==> src/rtl/acmd_pkg.sv <==
// Constants, register map and field layout of the audio clock mode and detect block
package acmd_pkg;

  // Register indices; the byte address is four times the index
  localparam logic [7:0] ACMD_IDX_MODE     = 8'h22;
  localparam logic [7:0] ACMD_IDX_CYC_HI   = 8'h23;
  localparam logic [7:0] ACMD_IDX_CYC_LO   = 8'h24;
  localparam logic [7:0] ACMD_IDX_IGNORE   = 8'h25;
  localparam logic [7:0] ACMD_IDX_STATUS   = 8'h26;
  localparam logic [7:0] ACMD_IDX_IRQ_STAT = 8'h28;
  localparam logic [7:0] ACMD_IDX_IRQ_CLR  = 8'h29;
  localparam logic [7:0] ACMD_IDX_IRQ_EN   = 8'h2A;

  // Reset values
  localparam logic [7:0] ACMD_RST_MODE   = 8'h00;
  localparam logic [7:0] ACMD_RST_CYC_HI = 8'h01;
  localparam logic [7:0] ACMD_RST_CYC_LO = 8'h00;
  localparam logic [7:0] ACMD_RST_IGNORE = 8'h00;

  // Field positions and writable masks
  localparam int unsigned ACMD_MODE_INTERP_BIT = 4;
  localparam int unsigned ACMD_MODE_SPEED_LSB  = 0;
  localparam logic [7:0]  ACMD_MODE_WR_MASK    = 8'h13;
  localparam int unsigned ACMD_IGN_FS_BIT      = 6;
  localparam int unsigned ACMD_IGN_BCLK_BIT    = 5;
  localparam int unsigned ACMD_IGN_MCLK_BIT    = 4;
  localparam int unsigned ACMD_IGN_AUTO_BIT    = 1;
  localparam logic [7:0]  ACMD_IGN_WR_MASK     = 8'h72;

  // Speed band codes
  localparam logic [1:0] ACMD_SPEED_SINGLE = 2'h0;
  localparam logic [1:0] ACMD_SPEED_DOUBLE = 2'h1;
  localparam logic [1:0] ACMD_SPEED_QUAD   = 2'h2;

  // Interrupt bit positions
  localparam int unsigned ACMD_IRQ_W       = 5;
  localparam int unsigned ACMD_IRQ_CLKERR  = 0;
  localparam int unsigned ACMD_IRQ_FS      = 1;
  localparam int unsigned ACMD_IRQ_BCLK    = 2;
  localparam int unsigned ACMD_IRQ_MCLK    = 3;
  localparam int unsigned ACMD_IRQ_BAND    = 4;

  // Timing: rates in Hz, cycle counts derived from the core clock
  localparam int unsigned ACMD_CLK_HZ        = 200_000_000;
  localparam int unsigned ACMD_FS_MIN_HZ     = 8_000;
  localparam int unsigned ACMD_FS_MAX_HZ     = 192_000;
  localparam int unsigned ACMD_FS_SINGLE_HZ  = 48_000;
  localparam int unsigned ACMD_FS_DOUBLE_HZ  = 96_000;
  localparam int unsigned ACMD_FRAME_MAX_CYC = ACMD_CLK_HZ / ACMD_FS_MIN_HZ;
  localparam int unsigned ACMD_FRAME_MIN_CYC = ACMD_CLK_HZ / ACMD_FS_MAX_HZ;
  localparam int unsigned ACMD_SINGLE_CYC    = ACMD_CLK_HZ / ACMD_FS_SINGLE_HZ;
  localparam int unsigned ACMD_DOUBLE_CYC    = ACMD_CLK_HZ / ACMD_FS_DOUBLE_HZ;

  // Ratio limits
  localparam int unsigned ACMD_RATIO_W    = 11;
  localparam int unsigned ACMD_PERIOD_W   = 16;
  localparam int unsigned ACMD_BCLK_MIN   = 32;
  localparam int unsigned ACMD_BCLK_MAX   = 256;
  localparam int unsigned ACMD_MCLK_NUM   = 7;
  localparam int unsigned ACMD_MCLK_SLACK = 2;
  localparam int unsigned ACMD_MCLK_RATIOS [ACMD_MCLK_NUM] = '{128, 192, 256, 384, 512, 768, 1024};

endpackage : acmd_pkg

==> src/rtl/acmd_frame_meter.sv <==
// Measures the frame period in core clock cycles and flags a missing frame sync
`timescale 1ns/1ps
`default_nettype none
module acmd_frame_meter
  import acmd_pkg::*;
#(
  parameter int unsigned MAX_CYC = ACMD_FRAME_MAX_CYC
)(
  input  wire logic                     core_clk,
  input  wire logic                     rst_n,
  input  wire logic                     frame_sync,
  output logic                          frame_tick_ff,
  output logic [ACMD_PERIOD_W-1:0]      period_ff,
  output logic                          missing_ff
);

  logic                     sync_d_ff;
  logic [ACMD_PERIOD_W-1:0] cnt_ff;
  logic                     rise;

  assign rise = frame_sync & ~sync_d_ff;

  always_ff @(posedge core_clk or negedge rst_n)
  begin
    if (!rst_n)
    begin
      sync_d_ff     <= 1'b0;
      cnt_ff        <= '0;
      period_ff     <= '0;
      frame_tick_ff <= 1'b0;
      missing_ff    <= 1'b0;
    end
    else
    begin
      sync_d_ff     <= frame_sync;
      frame_tick_ff <= rise;
      if (rise)
      begin
        period_ff  <= cnt_ff + 1'b1;
        cnt_ff     <= '0;
        missing_ff <= 1'b0;
      end
      // Saturate rather than wrap so a halted frame sync stays visible
      else if (cnt_ff >= ACMD_PERIOD_W'(MAX_CYC))
      begin
        missing_ff <= 1'b1;
      end
      else
      begin
        cnt_ff <= cnt_ff + 1'b1;
      end
    end
  end

endmodule : acmd_frame_meter
`default_nettype wire

==> src/rtl/acmd_ratio_meter.sv <==
// Counts rising edges of a sampled clock per frame and reports frame-to-frame stability
`timescale 1ns/1ps
`default_nettype none
module acmd_ratio_meter
  import acmd_pkg::*;
(
  input  wire logic                    core_clk,
  input  wire logic                    rst_n,
  input  wire logic                    clk_sample,
  input  wire logic                    frame_tick,
  output logic [ACMD_RATIO_W-1:0]      ratio_ff,
  output logic                         stable_ff
);

  logic                    samp_d_ff;
  logic [ACMD_RATIO_W-1:0] cnt_ff;
  logic                    rise;

  // Sampled at core clock rate, so the measured clock must stay below half of it
  assign rise = clk_sample & ~samp_d_ff;

  always_ff @(posedge core_clk or negedge rst_n)
  begin
    if (!rst_n)
    begin
      samp_d_ff <= 1'b0;
      cnt_ff    <= '0;
      ratio_ff  <= '0;
      stable_ff <= 1'b0;
    end
    else
    begin
      samp_d_ff <= clk_sample;
      if (frame_tick)
      begin
        ratio_ff  <= cnt_ff;
        stable_ff <= (cnt_ff == ratio_ff);
        cnt_ff    <= {{(ACMD_RATIO_W-1){1'b0}}, rise};
      end
      else if (rise && cnt_ff != {ACMD_RATIO_W{1'b1}})
      begin
        cnt_ff <= cnt_ff + 1'b1;
      end
    end
  end

endmodule : acmd_ratio_meter
`default_nettype wire

==> src/rtl/acmd_top.sv <==
// Audio clock mode selection, cycles-per-frame holding and clock fault supervision
`timescale 1ns/1ps
`default_nettype none
module acmd_top
  import acmd_pkg::*;
#(
  parameter int unsigned FRAME_MAX_CYC = ACMD_FRAME_MAX_CYC,
  parameter int unsigned SINGLE_CYC    = ACMD_SINGLE_CYC,
  parameter int unsigned DOUBLE_CYC    = ACMD_DOUBLE_CYC
)(
  input  wire logic        core_clk,
  input  wire logic        rst_n,
  input  wire logic [7:0]  reg_addr,
  input  wire logic [7:0]  reg_wr_data,
  input  wire logic        reg_wr_en,
  input  wire logic        reg_rd_en,
  output logic      [7:0]  reg_rd_data,
  input  wire logic        bit_clk,
  input  wire logic        frame_sync,
  input  wire logic        master_clk,
  output logic             interp_16x,
  output logic      [1:0]  speed_band,
  output logic      [15:0] cycles_per_frame,
  output logic             auto_cfg_active,
  output logic             clock_error,
  output logic             irq
);

  ////////////////////////////////////////////////////////////////////////////////
  // Address decode

  localparam logic [7:0] ADDR_MODE     = 8'(4 * ACMD_IDX_MODE);
  localparam logic [7:0] ADDR_CYC_HI   = 8'(4 * ACMD_IDX_CYC_HI);
  localparam logic [7:0] ADDR_CYC_LO   = 8'(4 * ACMD_IDX_CYC_LO);
  localparam logic [7:0] ADDR_IGNORE   = 8'(4 * ACMD_IDX_IGNORE);
  localparam logic [7:0] ADDR_STATUS   = 8'(4 * ACMD_IDX_STATUS);
  localparam logic [7:0] ADDR_IRQ_STAT = 8'(4 * ACMD_IDX_IRQ_STAT);
  localparam logic [7:0] ADDR_IRQ_CLR  = 8'(4 * ACMD_IDX_IRQ_CLR);
  localparam logic [7:0] ADDR_IRQ_EN   = 8'(4 * ACMD_IDX_IRQ_EN);

  logic                  wr_mode;
  logic                  wr_cyc_hi;
  logic                  wr_cyc_lo;
  logic                  wr_ignore;
  logic                  wr_irq_clr;
  logic                  wr_irq_en;

  assign wr_mode    = reg_wr_en && (reg_addr == ADDR_MODE);
  assign wr_cyc_hi  = reg_wr_en && (reg_addr == ADDR_CYC_HI);
  assign wr_cyc_lo  = reg_wr_en && (reg_addr == ADDR_CYC_LO);
  assign wr_ignore  = reg_wr_en && (reg_addr == ADDR_IGNORE);
  assign wr_irq_clr = reg_wr_en && (reg_addr == ADDR_IRQ_CLR);
  assign wr_irq_en  = reg_wr_en && (reg_addr == ADDR_IRQ_EN);

  ////////////////////////////////////////////////////////////////////////////////
  // Software registers

  logic [7:0]            mode_ff;
  logic [7:0]            cyc_hi_ff;
  logic [7:0]            cyc_lo_ff;
  logic [7:0]            ignore_ff;
  logic [ACMD_IRQ_W-1:0] irq_en_ff;

  // Only documented fields hold state; reserved bits read back as zero
  always_ff @(posedge core_clk or negedge rst_n)
  begin
    if (!rst_n)
    begin
      mode_ff <= ACMD_RST_MODE;
    end
    else if (wr_mode)
    begin
      mode_ff <= reg_wr_data & ACMD_MODE_WR_MASK;
    end
  end

  always_ff @(posedge core_clk or negedge rst_n)
  begin
    if (!rst_n)
    begin
      cyc_hi_ff <= ACMD_RST_CYC_HI;
      cyc_lo_ff <= ACMD_RST_CYC_LO;
    end
    else
    begin
      if (wr_cyc_hi)
      begin
        cyc_hi_ff <= reg_wr_data;
      end
      if (wr_cyc_lo)
      begin
        cyc_lo_ff <= reg_wr_data;
      end
    end
  end

  always_ff @(posedge core_clk or negedge rst_n)
  begin
    if (!rst_n)
    begin
      ignore_ff <= ACMD_RST_IGNORE;
    end
    else if (wr_ignore)
    begin
      ignore_ff <= reg_wr_data & ACMD_IGN_WR_MASK;
    end
  end

  always_ff @(posedge core_clk or negedge rst_n)
  begin
    if (!rst_n)
    begin
      irq_en_ff <= '0;
    end
    else if (wr_irq_en)
    begin
      irq_en_ff <= reg_wr_data[ACMD_IRQ_W-1:0];
    end
  end

  ////////////////////////////////////////////////////////////////////////////////
  // Measurement of the incoming audio clocks

  logic                     frame_tick;
  logic [ACMD_PERIOD_W-1:0] frame_period;
  logic                     frame_missing;
  logic [ACMD_RATIO_W-1:0]  bclk_ratio;
  logic                     bclk_stable;
  logic [ACMD_RATIO_W-1:0]  mclk_ratio;
  logic                     mclk_stable;

  acmd_frame_meter #(
    .MAX_CYC       (FRAME_MAX_CYC)
  ) u_frame_meter (
    .core_clk      (core_clk),
    .rst_n         (rst_n),
    .frame_sync    (frame_sync),
    .frame_tick_ff (frame_tick),
    .period_ff     (frame_period),
    .missing_ff    (frame_missing)
  );

  acmd_ratio_meter u_bclk_meter (
    .core_clk      (core_clk),
    .rst_n         (rst_n),
    .clk_sample    (bit_clk),
    .frame_tick    (frame_tick),
    .ratio_ff      (bclk_ratio),
    .stable_ff     (bclk_stable)
  );

  acmd_ratio_meter u_mclk_meter (
    .core_clk      (core_clk),
    .rst_n         (rst_n),
    .clk_sample    (master_clk),
    .frame_tick    (frame_tick),
    .ratio_ff      (mclk_ratio),
    .stable_ff     (mclk_stable)
  );

  // Results are judged one cycle after the tick, once the meters have latched
  logic judge_ff;

  always_ff @(posedge core_clk or negedge rst_n)
  begin
    if (!rst_n)
    begin
      judge_ff <= 1'b0;
    end
    else
    begin
      judge_ff <= frame_tick;
    end
  end

  ////////////////////////////////////////////////////////////////////////////////
  // Detectors

  logic fs_fault_ff;
  logic bclk_fault_ff;
  logic mclk_fault_ff;
  logic mclk_match;

  always_comb
  begin
    mclk_match = 1'b0;
    for (int i = 0; i < ACMD_MCLK_NUM; i++)
    begin
      if ((mclk_ratio + ACMD_RATIO_W'(ACMD_MCLK_SLACK) >= ACMD_RATIO_W'(ACMD_MCLK_RATIOS[i])) &&
          (mclk_ratio <= ACMD_RATIO_W'(ACMD_MCLK_RATIOS[i] + ACMD_MCLK_SLACK)))
      begin
        mclk_match = 1'b1;
      end
    end
  end

  // A halted frame sync condemns every detector, since none can measure
  always_ff @(posedge core_clk or negedge rst_n)
  begin
    if (!rst_n)
    begin
      fs_fault_ff   <= 1'b0;
      bclk_fault_ff <= 1'b0;
      mclk_fault_ff <= 1'b0;
    end
    else if (frame_missing)
    begin
      fs_fault_ff   <= 1'b1;
      bclk_fault_ff <= 1'b1;
      mclk_fault_ff <= 1'b1;
    end
    else if (judge_ff)
    begin
      fs_fault_ff   <= (frame_period < ACMD_PERIOD_W'(ACMD_FRAME_MIN_CYC));
      bclk_fault_ff <= !bclk_stable ||
                       (bclk_ratio < ACMD_RATIO_W'(ACMD_BCLK_MIN)) ||
                       (bclk_ratio > ACMD_RATIO_W'(ACMD_BCLK_MAX));
      mclk_fault_ff <= !mclk_match || !mclk_stable;
    end
  end

  ////////////////////////////////////////////////////////////////////////////////
  // Automatic configuration and effective modes

  logic                     auto_on;
  logic [1:0]               auto_band;
  logic [1:0]               nxt_band;
  logic [15:0]              nxt_cycles;
  logic [1:0]               band_ff;
  logic [15:0]              cycles_ff;
  logic                     interp_ff;

  assign auto_on = !ignore_ff[ACMD_IGN_AUTO_BIT];

  always_comb
  begin
    if (frame_period >= ACMD_PERIOD_W'(SINGLE_CYC))
    begin
      auto_band = ACMD_SPEED_SINGLE;
    end
    else if (frame_period >= ACMD_PERIOD_W'(DOUBLE_CYC))
    begin
      auto_band = ACMD_SPEED_DOUBLE;
    end
    else
    begin
      auto_band = ACMD_SPEED_QUAD;
    end
  end

  // Programmed band and count are bypassed in auto mode; the interpolation bit still follows mode_ff
  always_comb
  begin
    if (auto_on)
    begin
      nxt_band   = auto_band;
      nxt_cycles = frame_period;
    end
    else
    begin
      nxt_band   = mode_ff[ACMD_MODE_SPEED_LSB +: 2];
      nxt_cycles = {cyc_hi_ff, cyc_lo_ff};
    end
  end

  // Auto values only move on a fresh, valid measurement to avoid glitching
  always_ff @(posedge core_clk or negedge rst_n)
  begin
    if (!rst_n)
    begin
      band_ff   <= ACMD_RST_MODE[ACMD_MODE_SPEED_LSB +: 2];
      cycles_ff <= {ACMD_RST_CYC_HI, ACMD_RST_CYC_LO};
    end
    else if (!auto_on || (judge_ff && !frame_missing))
    begin
      band_ff   <= nxt_band;
      cycles_ff <= nxt_cycles;
    end
  end

  always_ff @(posedge core_clk or negedge rst_n)
  begin
    if (!rst_n)
    begin
      interp_ff <= ACMD_RST_MODE[ACMD_MODE_INTERP_BIT];
    end
    else
    begin
      interp_ff <= mode_ff[ACMD_MODE_INTERP_BIT];
    end
  end

  ////////////////////////////////////////////////////////////////////////////////
  // Combined clock error

  logic fs_counts;
  logic bclk_counts;
  logic mclk_counts;
  logic clk_err_ff;

  assign fs_counts   = fs_fault_ff && !ignore_ff[ACMD_IGN_FS_BIT];
  assign bclk_counts = bclk_fault_ff && ignore_ff[ACMD_IGN_BCLK_BIT];
  assign mclk_counts = mclk_fault_ff && !ignore_ff[ACMD_IGN_MCLK_BIT];

  always_ff @(posedge core_clk or negedge rst_n)
  begin
    if (!rst_n)
    begin
      clk_err_ff <= 1'b0;
    end
    else
    begin
      clk_err_ff <= fs_counts || bclk_counts || mclk_counts;
    end
  end

  ////////////////////////////////////////////////////////////////////////////////
  // Interrupts

  logic [ACMD_IRQ_W-1:0] irq_stat_ff;
  logic [ACMD_IRQ_W-1:0] irq_event;
  logic                  clk_err_d_ff;
  logic [1:0]            band_d_ff;

  always_ff @(posedge core_clk or negedge rst_n)
  begin
    if (!rst_n)
    begin
      clk_err_d_ff <= 1'b0;
      band_d_ff    <= ACMD_RST_MODE[ACMD_MODE_SPEED_LSB +: 2];
    end
    else
    begin
      clk_err_d_ff <= clk_err_ff;
      band_d_ff    <= band_ff;
    end
  end

  always_comb
  begin
    irq_event                 = '0;
    irq_event[ACMD_IRQ_CLKERR] = clk_err_ff && !clk_err_d_ff;
    irq_event[ACMD_IRQ_FS]     = judge_ff && fs_fault_ff;
    irq_event[ACMD_IRQ_BCLK]   = judge_ff && bclk_fault_ff;
    irq_event[ACMD_IRQ_MCLK]   = judge_ff && mclk_fault_ff;
    irq_event[ACMD_IRQ_BAND]   = band_ff != band_d_ff;
  end

  // A new event beats a clear landing in the same cycle
  always_ff @(posedge core_clk or negedge rst_n)
  begin
    if (!rst_n)
    begin
      irq_stat_ff <= '0;
    end
    else
    begin
      irq_stat_ff <= (irq_stat_ff & ~({ACMD_IRQ_W{wr_irq_clr}} & reg_wr_data[ACMD_IRQ_W-1:0])) | irq_event;
    end
  end

  ////////////////////////////////////////////////////////////////////////////////
  // Read path

  logic [7:0] rd_data_ff;
  logic [7:0] nxt_rd_data;

  always_comb
  begin
    nxt_rd_data = '0;
    unique case (reg_addr)
      ADDR_MODE:     nxt_rd_data = mode_ff;
      ADDR_CYC_HI:   nxt_rd_data = cyc_hi_ff;
      ADDR_CYC_LO:   nxt_rd_data = cyc_lo_ff;
      ADDR_IGNORE:   nxt_rd_data = ignore_ff;
      ADDR_STATUS:   nxt_rd_data = {2'h0, band_ff, mclk_fault_ff, bclk_fault_ff, fs_fault_ff, clk_err_ff};
      ADDR_IRQ_STAT: nxt_rd_data = 8'(irq_stat_ff);
      ADDR_IRQ_EN:   nxt_rd_data = 8'(irq_en_ff);
      default:       nxt_rd_data = '0;
    endcase
  end

  // Data only stand for the one cycle after the strobe
  always_ff @(posedge core_clk or negedge rst_n)
  begin
    if (!rst_n)
    begin
      rd_data_ff <= '0;
    end
    else if (reg_rd_en)
    begin
      rd_data_ff <= nxt_rd_data;
    end
    else
    begin
      rd_data_ff <= '0;
    end
  end

  ////////////////////////////////////////////////////////////////////////////////
  // Outputs

  assign reg_rd_data      = rd_data_ff;
  assign interp_16x       = interp_ff;
  assign speed_band       = band_ff;
  assign cycles_per_frame = cycles_ff;
  assign auto_cfg_active  = auto_on;
  assign clock_error      = clk_err_ff;
  assign irq              = |(irq_stat_ff & irq_en_ff);

endmodule : acmd_top
`default_nettype wire

==> config.mk <==
export PLATFORM = sky130hd
export DESIGN_NAME = acmd_top
export DESIGN_NICKNAME = d
export VERILOG_FILES = /design/src/rtl/acmd_pkg.sv /design/src/rtl/acmd_frame_meter.sv /design/src/rtl/acmd_ratio_meter.sv /design/src/rtl/acmd_top.sv
export SDC_FILE = /design/constraint.sdc
export NUM_CORES = 1
export LEC_CHECK = 0
export BUFFER_PORTS_ARGS = -buffer_cell sky130_fd_sc_hd__buf_2
export CORE_MARGIN = 2
export CORE_UTILIZATION = 40
export CTS_CLUSTER_SIZE = 20
export DETAILED_ROUTE_END_ITERATION = 8
export SYNTH_ARGS = -nofsm -noshare
export SYNTH_HDL_FRONTEND = slang
export SYNTH_SLANG_ARGS = --single-unit
==> constraint.sdc <==
create_clock -name core_clk -period 1.8 [get_ports core_clk]
set_input_delay 0.36 -clock core_clk [delete_from_list [all_inputs] [get_ports core_clk]]
set_output_delay 0.36 -clock core_clk [all_outputs]
set_load 0.005 [all_outputs]
==> qor.csv, run 1 <==
stage,metric,value,unit
outcome,run status,finished with violations,
outcome,violations in the final reports,setup timing,
clock_network,clock buffer depth,2,
sta,final count of pins violating max slew,0,
floorplanning,# rows,50,
hold_path,worst hold-check path type,in2reg,
logic_synthesis,summed instance area of the synthesized netlist,7560,um^2
setup_path,startpoint of the worst-slack reg-to-reg timing path,u_mclk_meter.ratio_ff[6],
setup_path,startpoint class of the critical path,flop,
logic_synthesis,leading post-synthesis cells by cell area,"dfrtp_1, mux2_2, nand2_1",
floorplanning,total die area,20000,um^2
setup_path,worst setup path category,reg2reg,
floorplanning,number of primary I/O pins,53,
drt,count of TritonRoute iterations in the first routing pass,6,
clock_network,buffer cell driving the clock tree root,clkbuf_16,
global_route,overall overflow remaining after global route,0,
setup_path,Buf/Inv on CP,1,
sta,final-layout worst hold slack,0.0700,ns
power_and_ir_drop,P per Cell Area,919,nW/um^2
logic_synthesis,flip-flop and latch count after synthesis,151,
clock_network,number of clock sinks,151,
logic_synthesis,Cell variety after synth,70,
finish,number of filler cells placed in the layout,1677,
place,area after detailed placement,8670,um^2
power_and_ir_drop,net switching power figure,2210,uW
setup_path,Worst setup startpoint,u_mclk_meter.ratio_ff[6],
hold_path,startpoint of the lowest-slack hold path,frame_sync,
place,post-detailed-placement half-perimeter wirelength,13.5,mm
finish,Final Net Count,875,
logic_synthesis,dominant register cell in the synthesized netlist,dfrtp_1,
setup_path,Worst path top cell family by delay,simple AND/OR/NAND/NOR gates,
global_route,global-route wire length before repair,30.1,mm
logic_synthesis,Synth Area per Inst,10.5,um^2
sta,RSZ-0062 raised after global routing,yes,
place,weighted congestion at the end of routability-driven global placement,0.879,
sta,Achievable Freq,553,MHz
clock_network,number of H-tree branching levels,4,
power_and_ir_drop,switching power as a share of total power,0.253,
drt,total wirelength of the detailed-routed design,18.7,mm
finish,cell area after layout,9480,um^2
sta,Final Hold Vio Count,0,
drt,vias after detailed routing,6061,
finish,multi-input logic area,3670,um^2
setup_path,slowest library cell on the worst path,or4_4,
setup_path,Worst path max stage delay,0.57,ns
logic_synthesis,fraction of post-synthesis cell area in the top cell type by area,0.493,
place,port bufs,52,
logic_synthesis,number of enable-type register cells in the synthesized netlist,0,
sta,setup slack of the critical path after layout,-0.00720,ns
setup_path,maximum fanout count along the critical path,2,
finish,area taken by flip-flops and latches,3790,um^2
power_and_ir_drop,relative contribution of sequential cells to total power,0.448,
global_route,number of antenna violations at the first check in global routing,0,
setup_path,Crit. End Element,flop,
sta,fraction of the cycle the final worst path needs,1.00,
clock_network,TritonCTS clock tree,done,
power_and_ir_drop,Combinational Power Share,0.144,
logic_synthesis,net count after synthesis,749,
logic_synthesis,share of synthesized registers carrying an async set or reset,1.00,
sta,Worst Tran Pin Value,0.596,ns
setup_path,most numerous cell on the critical path,o31ai_1,
setup_path,worst path arrival time,2.10,ns
sta,max_slew headroom,0.603,
logic_synthesis,cell taking the most area after synthesis,dfrtp_1,
drt,detailed router's first-iteration violation count,341,
drt,detail-routed net length per standard cell,17.1,um
power_and_ir_drop,Clk pwr share,0.408,
power_and_ir_drop,Int Pwr,6510,uW
clock_network,clock buffer count from CTS,17,
global_route,overall track demand over capacity in global routing,0.190,
sta,Clock Skews,0.00473,ns
logic_synthesis,Synth Instances,719,
drt,residual antenna-violating net count after detailed routing,0,
sta,final-report setup violation count,1,
sta,post-route minimum period,1.81,ns
floorplanning,overall die height,141,um
setup_path,critical path required time,2.10,ns
finish,layout overhead on the synthesized area,25.5,%
finish,diode insertion count for antenna repair,0,
global_route,largest net degree at the start of global routing,57,
clock_network,Clock Latency Late Sink,0.41,ns
drt,remaining design rule violation count,0,
global_route,vias in the first global route,6024,
drt,Via-to-Cell Ratio,5.56,
floorplanning,starting density of the core,0.405,
logic_synthesis,fraction of the yosys area taken by sequential cells,0.500,
setup_path,list of cells traversed by the critical path,"or4_4, buf_4, a211oi_2, o31ai_1, a31oi_1, o31ai_1",
logic_synthesis,number of warnings issued by yosys,0,
run,count of max-cap constraint violations,0,
power_and_ir_drop,total design power,8710,uW
finish,final core area utilization,0.509,
floorplanning,Die Wd,141,um
power_and_ir_drop,Peak VDD IR,0.000667,V
finish,share of layout cells above drive strength 1,0.307,
clock_network,register clock-pin slew on the reported worst setup and hold paths,0.06,ns
sta,Post-Route Setup TNS,-0.00720,ns
floorplanning,placeable core area,18600,um^2
power_and_ir_drop,cell leakage power,0.00449,uW
-- cell type report --
class,instances,area share
Clock buffer,24,0.0529
Sequential cell,151,0.399
Inverter,18,0.00712
Tap cell,234,0.0309
Clock inverter,7,0.00976
Timing Repair Buffer,146,0.113
Multi-Input combinational cell,511,0.387
-- worst register-to-register path, stage by stage (launching register included) --
cell,delay (ns)
dfrtp_1,0.39
or4_4,0.57
buf_4,0.17
a211oi_2,0.20
o31ai_1,0.11
a31oi_1,0.18
o31ai_1,0.08
-- per-stage QoR --
step	setup slack [ns]	instances
CTS	-0.0120	1083
global route	-0.0620	1091
finish	-0.00720	1091
detailed placement	-0.117	1050
floorplan	0.00377	719
global placement	-0.144	1050
-- flip-flops by register name, summed over array words and instances, names as in the netlist, 3 cells and up --
register / count
cyc_hi_ff: 8
cyc_lo_ff: 8
cycles_per_frame: 16
ignore_ff: 4
irq_en_ff: 5
irq_stat_ff: 5
mode_ff: 3
reg_rd_data: 8
u_bclk_meter.cnt_ff: 11
u_bclk_meter.ratio_ff: 11
u_frame_meter.cnt_ff: 16
u_frame_meter.period_ff: 16
u_mclk_meter.cnt_ff: 11
u_mclk_meter.ratio_ff: 11
-- final timing paths --
kind,endpoint,slack [ns],depth (start not counted)
setup / recovery,mclk_fault_ff,-0.007,6
hold / removal,u_frame_meter.sync_d_ff,0.07,1
setup reg to reg,mclk_fault_ff,-0.007,6
hold reg to reg,interp_16x,0.42,0
max in group asynchronous,cyc_hi_ff[0],0.68,3
min in group asynchronous,u_frame_meter.cnt_ff[0],0.50,2
-- per-layer routing --
layer,vias to the layer above,GRT usage,share of wire
li1,2858,-,-
met1,2971,0.248,0.44
met2,199,0.317,0.49
met3,33,0.0348,0.050
met4,0,0.0726,0.022
met5,-,0,0
-- power by group through the flow --
stage          Clock (uW)  Sequential [uW]  Combinational, uW
4_1_cts              3640             3880               1160
2_1_floorplan           0             3920                586
5_1_grt              3760             3930               1390
3_3_place_gp            0             3930               1110
6_report             3550             3910               1250
3_5_place_dp            0             3940               1150
-- synthesized netlist by cell type, drive strengths merged, types with 3 or more instances --
| cell | n |
|---|---|
| mux2i | 23 |
| o221ai | 3 |
| nand2b | 11 |
| nand4b | 4 |
| ha | 7 |
| a211oi | 4 |
| nand4 | 14 |
| inv | 17 |
| xnor2 | 27 |
| nand2 | 87 |
| nor3 | 11 |
| and4 | 6 |
| a21oi | 27 |
| mux2 | 46 |
| a2111oi | 4 |
| o31ai | 6 |
| a22oi | 7 |
| nor2b | 6 |
| a41o | 5 |
| o21a | 3 |
| a221oi | 3 |
| a31oi | 10 |
| o21ai | 43 |
| xor2 | 26 |
| nor2 | 43 |
| nor4 | 10 |
| and3 | 9 |
| dfrtp | 149 |
| buf | 12 |
| or3 | 4 |
| o41ai | 5 |
| a22o | 4 |
| o211ai | 3 |
| or4 | 5 |
| clkbuf | 26 |
| nand3 | 17 |
-- layout by cell type (no fill, tap or decap), types with 17 or more instances in the layout --
cell	count
mux2_2	46
clkbuf_16	17
nand2_1	86
mux2i_1	23
nor2_1	43
dfrtp_1	144
o21ai_0	41
xnor2_1	27
buf_2	51
buf_4	84
xor2_1	26
a21oi_1	23
-- kinds of logic (layout without fill, tap and decap cells) --
group / after synthesis / in the layout / synth area share
simple gates: 236 / 236 / 0.165
flops: 151 / 151 / 0.500
compound gates: 146 / 146 / 0.129
mux: 69 / 69 / 0.0990
buf+inv: 57 / 195 / 0.0331
xor+xnor: 53 / 53 / 0.0614
fa+ha+maj: 7 / 7 / 0.0116
-- what timing repair did --
action | 4_1_cts | 5_1_grt
pin swaps | 0 | 14
hold buffers | 1 | 0
setup endpoints to repair | 5 | 23
setup buffers | 1 | 8
endpoints found under the hold margin | 50 | 0
resized for setup | 4 | 33
Power figures use the tool's default switching activity.
==> inputs of run 2 (changes only) <==
--- a/config.mk
+++ b/config.mk
@@ -6,7 +6,7 @@
 export NUM_CORES = 1
 export LEC_CHECK = 0
 export BUFFER_PORTS_ARGS = -buffer_cell sky130_fd_sc_hd__buf_2
-export CORE_MARGIN = 2
+export CORE_MARGIN = 4
 export CORE_UTILIZATION = 40
 export CTS_CLUSTER_SIZE = 20
 export DETAILED_ROUTE_END_ITERATION = 8
==> run 2 against run 1 <==
Net effect: the flow now finishes without violations; highest routed layer unchanged; largest cell class unchanged; die area is 5.7% higher; largest power group unchanged; utilization is 0.24 points lower; cell count hardly changed; critical path type unchanged.
==> qor.csv, run 2 (synthesis gave the netlist of run 1 again) <==
stage,metric,value,unit
floorplanning,total die area,21200,um^2
place,placement-stage worst setup slack,-0.0270,ns
global_route,overall track demand over capacity in global routing,0.178,
global_route,global-route wire length before repair,30.8,mm
sta,Final Hold Vio Count,0,
outcome,run status,"finished, final reports clean",
sta,setup slack of the critical path after layout,0.0296,ns
setup_path,Worst path max stage delay,0.45,ns
sta,final-report setup violation count,0,
clock_network,number of clock sinks,151,
clock_network,buffer cell driving the clock tree root,clkbuf_16,
finish,number of filler cells placed in the layout,1692,
setup_path,critical path required time,2.15,ns
floorplanning,Die Wd,145,um
global_route,vias in the first global route,5928,
floorplanning,placeable core area,18600,um^2
finish,layout overhead on the synthesized area,24.9,%
finish,most common library cell in the layout ignoring fill and taps,dfrtp_1,
finish,Final Net Count,874,
sta,max_slew headroom,0.645,
place,weighted congestion at the end of routability-driven global placement,0.875,
global_route,overall overflow remaining after global route,0,
sta,final count of pins violating max slew,0,
finish,diode insertion count for antenna repair,0,
drt,detailed router's first-iteration violation count,270,
sta,Achievable Freq,565,MHz
setup_path,startpoint of the worst-slack reg-to-reg timing path,u_frame_meter.cnt_ff[0],
setup_path,cell count of the worst reg-to-reg path,6,
clock_network,register clock-pin slew on the reported worst setup and hold paths,0.06,ns
sta,Worst Tran Pin Value,0.519,ns
setup_path,startpoint class of the critical path,flop,
power_and_ir_drop,total design power,8740,uW
floorplanning,starting density of the core,0.405,
floorplanning,number of primary I/O pins,53,
place,port bufs,52,
drt,residual antenna-violating net count after detailed routing,0,
setup_path,maximum fanout count along the critical path,3,
floorplanning,# rows,50,
setup_path,Crit. End Element,flop,
sta,fraction of the cycle the final worst path needs,0.984,
drt,detail-routed net length per standard cell,17.0,um
power_and_ir_drop,cell leakage power,0.00448,uW
drt,total wirelength of the detailed-routed design,18.5,mm
drt,vias after detailed routing,5995,
power_and_ir_drop,Peak VDD IR,0.000621,V
clock_network,number of H-tree branching levels,4,
setup_path,Critical Path Sink,u_frame_meter.cnt_ff[12],
drt,Via-to-Cell Ratio,5.50,
setup_path,slowest library cell on the worst path,dfrtp_1,
setup_path,worst path arrival time,2.12,ns
sta,RSZ-0062 raised after global routing,yes,
clock_network,clock buffer count from CTS,17,
power_and_ir_drop,P per Cell Area,926,nW/um^2
finish,"commonest cells after routing, fill and taps aside","dfrtp_1, nand2_1, buf_4",
drt,remaining design rule violation count,0,
setup_path,endpoint of the worst-slack reg-to-reg timing path,u_frame_meter.cnt_ff[12],
run,count of max-cap constraint violations,0,
setup_path,Worst setup startpoint,u_frame_meter.cnt_ff[0],
sta,post-route minimum period,1.77,ns
clock_network,TritonCTS clock tree,done,
sta,Clock Skews,0.00723,ns
setup_path,worst setup path category,reg2reg,
setup_path,flop-to-flop setup slack,0.03,ns
drt,count of TritonRoute iterations in the first routing pass,4,
setup_path,list of cells traversed by the critical path,"ha_4, nand3_4, nor4_4, nand3_2, or4_4, a21oi_2",
place,post-detailed-placement half-perimeter wirelength,13.3,mm
finish,share of layout cells above drive strength 1,0.300,
hold_path,worst hold-check path type,in2reg,
clock_network,Clock Latency Late Sink,0.42,ns
clock_network,clock buffer depth,2,
global_route,number of antenna violations at the first check in global routing,0,
floorplanning,overall die height,145,um
global_route,largest net degree at the start of global routing,56,
[run 2: cell types whose count changed in the layout (fill, tap and decap cells not counted), sizes merged]
cell and delta:
clkbuf -1, clkinvlp +1, clkinv -2, inv +1
bufinv +1, buf -1
[run 2: final cells by class]
class                      count  area, um^2  area share
clock inverter                 8         121      0.0129
tap                          234         293      0.0310
multi-input combinational    511        3660       0.387
clock buffer                  23         468      0.0496
inverter                      18        67.6     0.00716
sequential                   151        3780       0.401
timing repair buffer         145        1050       0.111
[run 2: timing repair]
action	in CTS	in global routing
buffers inserted	1	12
endpoints found under the hold margin	20	0
resized for setup	3	32
pin swaps	1	15
endpoints found under the setup margin	5	22
hold buffers	1	0
[run 2: worst min path at each step]
stage / from / end / slack [ns] / depth (start not counted)
3_3_place_gp: rst_n / u_frame_meter.sync_d_ff / 0.25 / 1
4_1_cts: frame_sync / u_frame_meter.sync_d_ff / 0.04 / 1
5_1_grt: frame_sync / u_frame_meter.sync_d_ff / 0.04 / 1
6_report: frame_sync / u_frame_meter.sync_d_ff / 0.06 / 1
3_5_place_dp: rst_n / cycles_per_frame[7] / 0.25 / 1
2_1_floorplan: rst_n / band_d_ff[0] / 0.06 / 0
[run 2: where the power goes]
group	switching (uW)	total, uW	internal [uW]
clock	1350	3590	2240
combinational	614	1240	625
sequential	250	3910	3660
[run 2: through the flow]
| step | cells | hold WS [ns] | TNS (ns) | instance area (um^2) | utilization |
|---|---|---|---|---|---|
| floorplan | 719 | 0.0644 | 0 | 7580 | - |
| global placement | 1045 | 0.247 | -0.135 | 8610 | 0.462 |
| detailed placement | 1045 | 0.250 | -0.258 | 8610 | 0.462 |
| CTS | 1078 | 0.0371 | 0 | 9230 | 0.495 |
| global route | 1090 | 0.0415 | -0.210 | 9440 | 0.506 |
| finish | 1090 | 0.0572 | 0 | 9440 | 0.506 |
[run 2: critical path, delay by kind of cell, from the launching register on]
family,cells,cell delay (ns)
adder cells (fa/ha/maj),1,0.18
AND/OR/NAND/NOR,4,0.93
AO/OA/AOI/OAI,1,0.13
flip-flops,1,0.45
[run 2: per-layer routing]
layer	wire length (um)	track usage	up-vias	share of wire
met1	8360	0.237	2988	0.45
met5	0	0	-	0
met3	807	0.0402	23	0.044
li1	-	-	2858	-
met2	9030	0.289	126	0.49
met4	308	0.0584	0	0.017
==> inputs of run 3 (changes only) <==
--- a/config.mk
+++ b/config.mk
@@ -10,6 +10,8 @@
 export CORE_UTILIZATION = 40
 export CTS_CLUSTER_SIZE = 20
 export DETAILED_ROUTE_END_ITERATION = 8
+export RECOVER_POWER = 25
+export SETUP_SLACK_MARGIN = 0.4
 export SYNTH_ARGS = -nofsm -noshare
 export SYNTH_HDL_FRONTEND = slang
 export SYNTH_SLANG_ARGS = --single-unit
==> run 3 against run 2 <==
Net effect: via count grew 4.8%; total power up 6.3%; fmax increased by 0.59%; clock skew is 0.00090 ns higher; cell count grew 3.2%; combinational power rose by 29%; design area rose by 12%; global-route usage increased by 0.56 points; register-to-register slack improved by 0.03 ns; non-clock buffer count is 33 higher; utilization grew 6.2 points; clock-buffer cell count fell by 6; critical path type is now reg2out; largest power group unchanged.
==> qor.csv, run 3 (synthesis gave the netlist of run 1 again) <==
stage,metric,value,unit
outcome,run status,"finished, final reports clean",
hold_path,worst hold-check path type,in2reg,
sta,RSZ-0062 raised after global routing,yes,
finish,layout overhead on the synthesized area,40.1,%
power_and_ir_drop,Peak VDD IR,0.000590,V
floorplanning,total die area,21200,um^2
sta,Clock Skews,0.00812,ns
place,weighted congestion at the end of routability-driven global placement,0.870,
sta,Final Hold Vio Count,0,
place,placement-stage worst setup slack,-0.110,ns
sta,Post-Route Setup TNS,0,ns
place,area after detailed placement,8670,um^2
clock_network,TritonCTS clock tree,done,
finish,final core area utilization,0.568,
drt,Via-to-Cell Ratio,5.58,
finish,"commonest cells after routing, fill and taps aside","dfrtp_1, buf_4, nand2_1",
finish,diode insertion count for antenna repair,0,
floorplanning,number of primary I/O pins,53,
sta,fraction of the cycle the final worst path needs,0.978,
global_route,overall track demand over capacity in global routing,0.183,
global_route,global-route wire length before repair,31.7,mm
floorplanning,# rows,50,
setup_path,startpoint class of the critical path,flop,
sta,final-report setup violation count,0,
drt,total wirelength of the detailed-routed design,20.7,mm
finish,cell area after layout,10600,um^2
drt,count of TritonRoute iterations in the first routing pass,5,
global_route,vias in the first global route,6151,
clock_network,number of H-tree branching levels,4,
sta,Achievable Freq,568,MHz
clock_network,Clock Latency Late Sink,0.43,ns
drt,vias after detailed routing,6282,
floorplanning,starting density of the core,0.405,
power_and_ir_drop,P per Cell Area,878,nW/um^2
setup_path,worst setup path category,reg2out,
sta,setup slack of the critical path after layout,0.0400,ns
clock_network,register clock-pin slew on the reported worst setup and hold paths,0.07,ns
run,count of max-cap constraint violations,0,
place,placed insts,1031,
setup_path,maximum fanout count along the critical path,2,
clock_network,clock buffer count from CTS,17,
finish,Final Net Count,908,
finish,share of layout cells above drive strength 1,0.456,
clock_network,clock buffer depth,2,
drt,remaining design rule violation count,0,
finish,most common library cell in the layout ignoring fill and taps,dfrtp_1,
setup_path,worst path arrival time,1.40,ns
power_and_ir_drop,cell leakage power,0.00486,uW
place,port bufs,52,
clock_network,number of clock sinks,151,
setup_path,Crit. End Element,output pin,
sta,post-route minimum period,1.76,ns
sta,final count of pins violating max slew,0,
setup_path,critical path required time,1.44,ns
sta,Worst Tran Pin Value,1.17,ns
global_route,largest net degree at the start of global routing,64,
drt,detailed router's first-iteration violation count,401,
global_route,overall overflow remaining after global route,0,
global_route,number of antenna violations at the first check in global routing,0,
floorplanning,overall die height,145,um
drt,detail-routed net length per standard cell,18.4,um
drt,residual antenna-violating net count after detailed routing,0,
place,post-detailed-placement half-perimeter wirelength,13.4,mm
finish,final std cells w/o fill,1125,
clock_network,buffer cell driving the clock tree root,clkbuf_16,
floorplanning,Die Wd,145,um
floorplanning,placeable core area,18600,um^2
sta,max_slew headroom,0.223,
## run 3: timing repair
item	in CTS	in global routing
pin swaps	47	60
setup buffers	35	24
hold endpoints to repair	11	0
setup endpoints to repair	67	105
cloned	1	1
hold buffers	1	0
gates resized for setup	74	139
## run 3: critical path, stage by stage, from the launching register on
cell	delay [ns]
dfrtp_1	0.39
a222oi_1	0.35
nand2_1	0.10
buf_2	0.14
## run 3: per-layer routing
metal | vias to the layer above | wire length, um | global-route usage
met2 | 144 | 10700 | 0.304
met5 | - | 0 | 0
li1 | 2928 | - | -
met3 | 44 | 738 | 0.0424
met4 | 0 | 516 | 0.0750
met1 | 3166 | 8750 | 0.233
## run 3: where the power goes
| group | internal (uW) | switching (uW) | total [uW] | leakage [uW] |
|---|---|---|---|---|
| clock | 2210 | 1510 | 3720 | 0.000297 |
| combinational | 844 | 758 | 1600 | 0.00258 |
| sequential | 3670 | 301 | 3970 | 0.00198 |
| total | 6730 | 2570 | 9290 | 0.00486 |
## run 3: layout make-up
| type | count | area [um^2] |
|---|---|---|
| multi-input cells | 512 | 4420 |
| flip-flops and latches | 151 | 3810 |
| fillers | 1528 | 8060 |
| clock buffers | 17 | 425 |
| inverters | 18 | 70.1 |
| well taps | 234 | 293 |
| repair buffers | 178 | 1390 |
| clock inverters | 15 | 191 |
## run 3: path summary, 6_finish.rpt
check                                            to                   startpoint  depth (start not counted)  slack, ns
setup / recovery                                irq                 irq_en_ff[4]                          3       0.04
hold / removal              u_frame_meter.sync_d_ff                   frame_sync                          1       0.05
setup reg to reg           u_mclk_meter.ratio_ff[0]  u_frame_meter.frame_tick_ff                          2       0.06
hold reg to reg                          interp_16x                   mode_ff[4]                          0       0.42
max in group asynchronous    u_mclk_meter.cnt_ff[1]                        rst_n                          3       0.25
min in group asynchronous       cycles_per_frame[9]                        rst_n                          2       0.55
## run 3: stage by stage
| stage | power (uW) | hold slack, ns |
|---|---|---|
| final | 9290 | 0.0481 |
| after global routing | 9660 | 0.0316 |
| after CTS | 9020 | 0.0261 |
| after detailed placement | 5050 | 0.193 |
| after global placement | 5000 | 0.191 |
| after floorplan | 4550 | 0.0644 |
